[src/shared/cmpst_pkg.sv]
package cmpst_pkg;
	localparam int unsigned CMPST_AW = 5;
	localparam logic [4:0] CMPST_OFF_STATUS = 5'h08;
	localparam logic [4:0] CMPST_OFF_REFLVL = 5'h0C;
	localparam logic [4:0] CMPST_OFF_DELAY = 5'h10;
	localparam logic [31:0] CMPST_STATUS_RST = 32'h00000000;
	localparam logic [3:0] CMPST_REFLVL_RST = 4'h0;
	localparam logic [8:0] CMPST_DELAY_RST = 9'h000;
	localparam int unsigned CMPST_REFLVL_W = 4;
	localparam int unsigned CMPST_DELAY_W = 9;
	// Status field positions
	localparam int unsigned CMPST_B_CHG0 = 0;
	localparam int unsigned CMPST_B_CHG1 = 1;
	localparam int unsigned CMPST_B_DIR0 = 2;
	localparam int unsigned CMPST_B_DIR1 = 3;
	localparam int unsigned CMPST_B_DCHG0 = 4;
	localparam int unsigned CMPST_B_DCHG1 = 5;
	localparam int unsigned CMPST_B_DLY0 = 6;
	localparam int unsigned CMPST_B_DLY1 = 7;
	localparam int unsigned CMPST_SYNC_STAGES = 2;
endpackage

[src/shared/cmpst_sync_if.sv]
`timescale 1ns/1ps
`default_nettype none
interface cmpst_sync_if;
	logic [3:0] raw;
	logic [3:0] clean;
	modport src (output raw, input clean);
	modport snk (input raw, output clean);
endinterface
`default_nettype wire

[src/core/cmpst_sync.sv]
`timescale 1ns/1ps
`default_nettype none
module cmpst_sync #(
	parameter int unsigned WIDTH = 4
) (
	input wire logic sys_clk_i,
	input wire logic rst_i,
	cmpst_sync_if.snk sif
);
	import cmpst_pkg::*;
	logic [WIDTH-1:0] meta_ff;
	logic [WIDTH-1:0] stable_ff;
	// First stage is read only by the second stage
	always_ff @(posedge sys_clk_i or posedge rst_i) begin
		if (rst_i) begin
			meta_ff <= '0;
			stable_ff <= '0;
		end else begin
			meta_ff <= sif.raw;
			stable_ff <= meta_ff;
		end
	end
	assign sif.clean = stable_ff;
endmodule
`default_nettype wire

[src/core/cmpst_regs.sv]
// Overview of operation
// - Delayed results of comparator 1 and 0 appear synchronized in status bits 7 and 6.
// - Delayed result bits read zero while delay mode enable is low.
// - Delayed change flags bits 5 and 4 set on change; interrupt if enabled.
// - Any status flag clears when software writes one; writing zero keeps it.
// - Direct outputs of comparator 1 and 0 appear synchronized in bits 3 and 2.
// - Direct output bits read zero while the comparator enable is low.
// - Change flags bits 1 and 0 set on every change of direct bits 3 and 2 as gated by the comparator enable; interrupt if enabled.
// - Status register at offset 0x08, resets to zero, bits 31 to 8 reserved.
// - Reference level register at 0x0C, resets zero, 4-bit code in bits 3 to 0.
// - Delay count register at 0x10, read/write, resets to zero.
// - Delay count is 9 bits in bits 8 to 0; upper bits reserved.
// - Delay trigger mode runs only while its enable bit is one.
// - Comparator interrupt request passes only while its enable bit is one.
`timescale 1ns/1ps
`default_nettype none
module cmpst_regs (
	input wire logic sys_clk_i,
	input wire logic rst_i,
	input wire logic psel_i,
	input wire logic penable_i,
	input wire logic pwrite_i,
	input wire logic [cmpst_pkg::CMPST_AW-1:0] paddr_i,
	input wire logic [31:0] pwdata_i,
	output logic [31:0] prdata_o,
	output logic pready_o,
	output logic pslverr_o,
	input wire logic [1:0] direct_raw_i,
	input wire logic [1:0] delayed_raw_i,
	input wire logic [1:0] comparator_enable_i,
	input wire logic delay_mode_enable_i,
	input wire logic [1:0] comparator_interrupt_enable_i,
	input wire logic delay_interrupt_enable_i,
	output logic [cmpst_pkg::CMPST_REFLVL_W-1:0] reference_code_o,
	output logic [cmpst_pkg::CMPST_DELAY_W-1:0] delay_count_o,
	output logic cmp_irq_o,
	output logic delay_irq_o
);
	import cmpst_pkg::*;

	cmpst_sync_if sif ();
	assign sif.raw = {delayed_raw_i, direct_raw_i};
	cmpst_sync #(.WIDTH(4)) u_sync (
		.sys_clk_i(sys_clk_i),
		.rst_i(rst_i),
		.sif(sif)
	);

	logic [1:0] direct_sync;
	logic [1:0] delayed_sync;
	logic [1:0] direct_prev_ff;
	logic [1:0] delayed_prev_ff;
	logic [1:0] change_flag_ff;
	logic [1:0] delayed_change_flag_ff;
	logic [1:0] nxt_change_flag;
	logic [1:0] nxt_delayed_change_flag;
	logic [3:0] reference_level_code_ff;
	logic [8:0] trigger_delay_count_ff;
	logic [31:0] prdata_ff;
	logic [1:0] direct_result;
	logic [1:0] delayed_result;
	logic [1:0] direct_edge;
	logic [1:0] delayed_edge;
	logic [31:0] status_word;
	logic wr_access;
	logic rd_access;
	logic hit_status;
	logic hit_reflvl;
	logic hit_delay;
	logic mapped;
	logic [31:0] rd_mux;

	function automatic logic addr_hit(input logic [CMPST_AW-1:0] a, input logic [4:0] off);
		addr_hit = (a == off[CMPST_AW-1:0]);
	endfunction

	assign direct_sync = sif.clean[1:0];
	assign delayed_sync = sif.clean[3:2];
	assign direct_result = direct_sync & comparator_enable_i;
	assign delayed_result = delayed_sync & {2{delay_mode_enable_i}};
	// Edges taken on gated values, so enabling a unit can itself flag a change
	assign direct_edge = direct_result ^ direct_prev_ff;
	assign delayed_edge = delayed_result ^ delayed_prev_ff;

	assign wr_access = psel_i & penable_i & pwrite_i;
	assign rd_access = psel_i & ~penable_i & ~pwrite_i;
	assign hit_status = addr_hit(paddr_i, CMPST_OFF_STATUS);
	assign hit_reflvl = addr_hit(paddr_i, CMPST_OFF_REFLVL);
	assign hit_delay = addr_hit(paddr_i, CMPST_OFF_DELAY);
	assign mapped = hit_status | hit_reflvl | hit_delay;

	// Set wins over a simultaneous write-one clear
	assign nxt_change_flag = (change_flag_ff &
		~({2{wr_access & hit_status}} & pwdata_i[CMPST_B_CHG1:CMPST_B_CHG0])) | direct_edge;
	assign nxt_delayed_change_flag = (delayed_change_flag_ff &
		~({2{wr_access & hit_status}} & pwdata_i[CMPST_B_DCHG1:CMPST_B_DCHG0])) | delayed_edge;

	assign status_word = {24'h000000, delayed_result, delayed_change_flag_ff,
		direct_result, change_flag_ff};
	assign rd_mux = hit_status ? status_word :
		hit_reflvl ? {28'h0000000, reference_level_code_ff} :
		hit_delay ? {23'h000000, trigger_delay_count_ff} : 32'h00000000;

	always_ff @(posedge sys_clk_i or posedge rst_i) begin
		if (rst_i) begin
			direct_prev_ff <= 2'h0;
			delayed_prev_ff <= 2'h0;
			change_flag_ff <= CMPST_STATUS_RST[1:0];
			delayed_change_flag_ff <= CMPST_STATUS_RST[5:4];
		end else begin
			direct_prev_ff <= direct_result;
			delayed_prev_ff <= delayed_result;
			change_flag_ff <= nxt_change_flag;
			delayed_change_flag_ff <= nxt_delayed_change_flag;
		end
	end

	always_ff @(posedge sys_clk_i or posedge rst_i) begin
		if (rst_i) begin
			reference_level_code_ff <= CMPST_REFLVL_RST;
			trigger_delay_count_ff <= CMPST_DELAY_RST;
		end else if (wr_access) begin
			if (hit_reflvl) begin
				reference_level_code_ff <= pwdata_i[3:0];
			end
			if (hit_delay) begin
				trigger_delay_count_ff <= pwdata_i[8:0];
			end
		end
	end

	// Read data captured in setup phase, stable through access phase
	always_ff @(posedge sys_clk_i or posedge rst_i) begin
		if (rst_i) begin
			prdata_ff <= 32'h00000000;
		end else if (rd_access) begin
			prdata_ff <= rd_mux;
		end
	end

	assign prdata_o = prdata_ff;
	assign pready_o = 1'b1;
	assign pslverr_o = psel_i & penable_i & ~mapped;
	assign reference_code_o = reference_level_code_ff;
	assign delay_count_o = trigger_delay_count_ff;
	assign cmp_irq_o = |(change_flag_ff & comparator_interrupt_enable_i);
	assign delay_irq_o = delay_interrupt_enable_i & delay_mode_enable_i & (|delayed_change_flag_ff);
endmodule
`default_nettype wire

[config.mk]
export PLATFORM = sky130hd
export DESIGN_NAME = cmpst_regs
export DESIGN_NICKNAME = d
export VERILOG_FILES = /design/src/shared/cmpst_pkg.sv /design/src/shared/cmpst_sync_if.sv /design/src/core/cmpst_sync.sv /design/src/core/cmpst_regs.sv
export SDC_FILE = /design/constraint.sdc
export NUM_CORES = 1
export LEC_CHECK = 0
export BUFFER_PORTS_ARGS = -buffer_cell sky130_fd_sc_hd__buf_4
export CAP_MARGIN = 20
export CELL_PAD_IN_SITES_DETAIL_PLACEMENT = 1
export CELL_PAD_IN_SITES_GLOBAL_PLACEMENT = 2
export CORE_ASPECT_RATIO = 2
export CORE_UTILIZATION = 26
export DETAILED_ROUTE_END_ITERATION = 7
export PLACE_DENSITY = 0.88
export SYNTH_ARGS = -nofsm -noshare
export SYNTH_HDL_FRONTEND = slang
export SYNTH_HIERARCHICAL = 1
export SYNTH_SLANG_ARGS = --single-unit
[constraint.sdc]
create_clock -name sys_clk_i -period 1.3 [get_ports sys_clk_i]
set_input_delay 0.195 -clock sys_clk_i [delete_from_list [all_inputs] [get_ports sys_clk_i]]
set_output_delay 0.195 -clock sys_clk_i [all_outputs]
set_load 0.01 [all_outputs]
# After elaboration in Yosys (flattened, before gate mapping)
# Cells that the tools add are included.
[word_totals]
input_bits = 52
ff_bits = 61
elab_cells = 45
out_inout_bits = 49
[op_classes]
eq_ne = 3
mux = 3
reduce_logical = 4
n_bitwise = 26
[op_table]
columns = ["cell", "count"]
rows = [
  ["$mux W9", 3],
  ["$and A2 B2 Y2", 7],
  ["$eq A5 B4 Y1 const B", 2],
  ["$and A1 B1 Y1", 8],
  ["$eq A5 B5 Y1 const B", 1],
  ["$not A2 Y2", 2],
  ["$or A2 B2 Y2", 2],
  ["$reduce_and A2 Y1", 2],
  ["$reduce_or A2 Y1", 2],
  ["$xor A2 B2 Y2", 2],
  ["$not A1 Y1", 3],
  ["$or A1 B1 Y1", 2],
]

# Longest topological paths before layout
[depth]
ltp_word = 7
depth_mapped = 5
ltp_nobuf = 3

# Cells and area by module
# The synthesis kept the hierarchy.
[modules_own_cells]
columns = ["mod", "seq_area_each_um2", "area_per_inst_um2", "n_inst", "cells_each"]
rows = [
  ["cmpst_regs", 750.7, 1601.5, 1, 144],
  ["cmpst_sync", 200.2, 203.9, 1, 9],
]

# Least setup slack after synthesis
# Ideal clock, no wire load.
[synth_path]
kind = "input to register"
startpoint = "input port paddr_i[4] (netlist bit)"
endpoint = "register reference_level_code_ff[0] (netlist: reference_code_o[0])"
arrival_time_ns = 1.354
slack_ns = -0.178
n_path_buf = 2
stages = 5
cell_sequence = "buf_2 -> nor4b_4 -> and3_1 -> buf_2 -> mux2_2"
[synth_between]
elab_chain_len = 2
[synth_rtl]
columns = ["element", "line", "source"]
rows = [
  ["start: declaration", "cmpst_regs.sv:23", "input wire logic [cmpst_pkg::CMPST_AW-1:0] paddr_i,"],
  ["$eq A5 B4 Y1", "cmpst_regs.sv:74", "addr_hit = (a == off[CMPST_AW-1:0]);"],
  ["$reduce_and A2 Y1 (no source line)", "n/a", ""],
  ["end signal: assignment", "cmpst_regs.sv:124", "reference_level_code_ff <= pwdata_i[3:0];"],
  ["end: declaration", "cmpst_regs.sv:57", "logic [3:0] reference_level_code_ff;"],
]
# No other way between the ends.
# A chain may end at the register's enable or synchronous reset.

# Final worst setup path
[layout_path]
startpoint = "register delayed_change_flag_ff[0]"
endpoint = "output port delay_irq_o"
[layout_between]
elab_chain_len = 2
[layout_rtl]
columns = ["element", "line", "source"]
rows = [
  ["start: declaration", "cmpst_regs.sv:54", "logic [1:0] delayed_change_flag_ff;"],
  ["start signal: assignment", "cmpst_regs.sv:109", "delayed_change_flag_ff <= CMPST_STATUS_RST[5:4];"],
  ["start signal: assignment", "cmpst_regs.sv:114", "delayed_change_flag_ff <= nxt_delayed_change_flag;"],
  ["$reduce_or A2 Y1", "cmpst_regs.sv:147", "assign delay_irq_o = delay_interrupt_enable_i & delay_mode_enable_i & (|delayed_change_flag_ff);"],
  ["$and A1 B1 Y1", "cmpst_regs.sv:147", ""],
  ["end: declaration", "cmpst_regs.sv:37", "output logic delay_irq_o"],
]
# No other way between the ends.

==> summary.md <==
| Metric | Value |
|---|---|
| CTS tree | yes |
| Static Leakage | ~1.3 nW |
| Fraction of registers with async set/reset | 1.000 |
| Worst-case reg-to-reg path depth | 3 |
| Syn Area/Cell | 11.80 µm² |
| Row cnt | 42 |
| # clock sinks | 38 |
| Clk_skew | approximately 0.0041 ns |
| Top post-synthesis cells by count | 38 x dfrtp_1, 24 x buf_4, 13 x mux2_2 |
| Largest cells by area after synthesis | dfrtp_1 53%, buf_4 10%, mux2_2 8.1% |
| RSZ-0062 raised after global routing | no |
| CTS Buf Count | 5 |
| Share of cells above drive strength 1 | 0.4189 |
| Synth Register Bits | 38 |
| Pwr Total | between 2 and 3 mW |
| Die area | 7302 µm² |
| Critical path's largest stage delay | slightly above 0.4 ns |
| Post-DP HPWL | about 3700 µm |
| Fin crit period | approximately 1.3 ns |
| Area growth syn-to-layout | 37.08% |
| First-pass GRT wire length | 7300 µm |
| IO Pins | slightly above 100 |
| Die width | between 60 and 70 µm |
| Fin area | around 2500 µm² |
| Setup-failing EPs final | 0 |
| Crit Path Max Fanout | 3 |
| P_int | between 2 and 2.5 mW |
| Reg clk slew, reported paths | roughly 0.060 ns |
| Combinational power share | 0.135 |
| Worst path slowest cell | dfrtp_1 |
| Cell count after synthesis | 153 |
| Sequential share of the synthesized area | 0.5267 |
| WL/cell | between 15 and 20 µm |
| Post-DR vias/cell | about 4.4 |
| Total global-route track usage | 0.1413 |
| Synth cell types | 32 |
| Startpoint types | register |
| # H-tree levels | 2 |
| CP delay by family, top | flip-flops |
| EDFF count, synth | 0 |
| Final Hold Slack | 0.01448 ns |
| Global route total overflow | 0 |
| Crit end category | output pin |
| Crit path depth | 2 |
| Ys Warns | 6 |
| R2R Path End | prdata_o[3] |
| Detailed router's first-iteration violation count | 44 |
| Area after DPL | between 2000 and 2500 µm² |
| Clock root cell | clkbuf_16 |
| Net Sw Frac | 0.2463 |
| R2r setup slk | approximately 0.21 ns |
| WL final | approximately 4700 µm |
| DRT Pass-1 Iters | 3 |
| Buf+Inv Stages, Crit Path | 1 |
| Final hold violation count | 0 |
| Hold crit path type | in2reg |
| Worst path cell trace | o211a_1 -> buf_4 |
| Via Count | ~1.4k |
| Worst Path Required | roughly 1.1 ns |
| Initial antenna violation count | 0 |
| Chip height | ~120 µm |
| Area share of the largest cell type after synthesis | 0.5267 |
| Final net count | around 270 |
| Period utilisation layout | 0.9636 |
| Power per standard cell area | 1181 nW/µm² |
| Seq pwr share | 0.440 |
| Launch point of the critical path | delayed_change_flag_ff[0] |
| Max-cap violations | 0 |
| Clock share of power | 0.424 |
| Post CTS Setup Buffer Count | 0 |
| Vias in the first global route | between 1k and 1.5k |
| Final antenna-violating net count | 0 |
| Largest net degree at the start of global routing | 31 |
| # diodes | 0 |
| Fmax | ~800 MHz |
| Clk Latency, worst-skew pair | 0.28 ns |
| Switch Pwr | between 700 and 800 µW |
| Synth Flop Type | dfrtp_1 |
| Status | finished clean |
| Most common cell in the netlist | dfrtp_1 |
| Crit path to | delay_irq_o |
| # DRC | 0 |
| Worst VDD drop | approximately 0.84 mV |
| Cell Area, Synth | 1805 µm² |
| Final core utilization | 0.3708 |
| Crit Path Class | reg2out |
| CP arrival | about 1.1 ns |
| Biggest area consumer among synthesized cells | dfrtp_1 |
| Starting Density | 0.2705 |
| Count of pins over their slew limit | 0 |
| Core area | about 6700 µm² |
| Port Buf Inserts | 53 |
| Worst r2r src | delay_count_o[3] |
| Gpl congestion | 0.8027 |
| Clock Path Buffers | 2 |
-- cell families after synthesis --
logic type                Yosys count  share of synthesized area
and+or+nand+nor                    32                     0.1227
xor gates and xnor gates            4                    0.01940
buffers and inverters              36                     0.1268
muxes                              13                    0.08108
other                               2                   0.004160
DFF                                38                     0.5267
AOI/OAI and AO/OA                  28                     0.1192
-- layer usage --
metal | track usage | vias to the layer above | share of wire | wire (µm)
met5 | 0 | - | 0 | 0
met1 | 0.1276 | 664 | 0.32 | 1526
met3 | 0.03017 | 10 | 0.051 | 242
met2 | 0.2672 | 56 | 0.59 | 2788
met4 | 0.07955 | 0 | 0.031 | 144
li1 | - | 626 | - | -
-- repair_timing --
item	CTS	global route
endpoints found under the hold margin	8	0
endpoints found under the setup margin	0	0
gates resized for setup	0	0
hold buffers	1	0
-- sequential cells by signal, indices dropped and copies added (netlist names) --
| name | count |
|---|---|
| reference_code_o | 4 |
| delayed_change_flag_ff | 2 |
| change_flag_ff | 2 |
| u_sync/sif.clean | 4 |
| delayed_prev_ff | 2 |
| prdata_o | 9 |
| direct_prev_ff | 2 |
| delay_count_o | 9 |
| u_sync/meta_ff | 4 |
-- area by class of cell --
type / count / area, µm²
Timing Repair Buffer: 68 / 513.0
Multi-Input combinational cell: 101 / 723.2
Fill cell: 763 / 4199
Inverter: 7 / 26.28
Sequential cell: 38 / 950.9
Clock inverter: 2 / 12.51
Clock buffer: 6 / 138.9
Tap cell: 88 / 110.1
-- placed cells by master (no fill, tap or decap), types with 2 or more instances in the layout --
master / instances
a21o_1: 2
conb_1: 24
a22oi_1: 4
mux2_4: 4
and3_1: 2
a32o_1: 2
nand2b_1: 4
a22o_1: 7
nor4bb_1: 2
buf_4: 67
nand4_1: 3
xor2_1: 4
mux2_2: 9
nor2b_1: 2
a41o_1: 2
a31oi_1: 4
nand2_1: 10
and2_1: 2
clkbuf_16: 5
dfrtp_1: 38
inv_1: 7
o21ai_1: 4
-- worst min path at each step --
stage / start / endpoint / slack [ns] / cells after the start
after floorplan: rst_i / u_sync/meta_ff[0] / 0.01 / 1
after global placement: rst_i / u_sync/meta_ff[1] / 0.16 / 2
after detailed placement: rst_i / u_sync/meta_ff[1] / 0.18 / 2
after CTS: delayed_raw_i[1] / u_sync/meta_ff[3] / 0.01 / 1
after global routing: delayed_raw_i[0] / u_sync/meta_ff[2] / 0.007 / 1
final: delayed_raw_i[1] / u_sync/meta_ff[3] / 0.01 / 1
-- power groups by stage --
stage	Combinational (mW)	Clock (mW)	Sequential (mW)
final	0.396	1.24	1.29
after global routing	0.432	1.31	1.29
after CTS	0.400	1.28	1.29
after detailed placement	0.396	0	1.31
after global placement	0.386	0	1.30
after floorplan	0.222	0	1.31
-- per-stage QoR --
stage	worst slack [ns]	TNS, ns	instances
after floorplan	-0.04446	-0.2141	175
after global placement	-0.1330	-1.751	301
after detailed placement	-0.1682	-2.113	301
after CTS	0.03320	0	310
after global routing	0.01270	0	310
final	0.04728	0	310
Note: power is estimated with default switching activity, not from simulation.
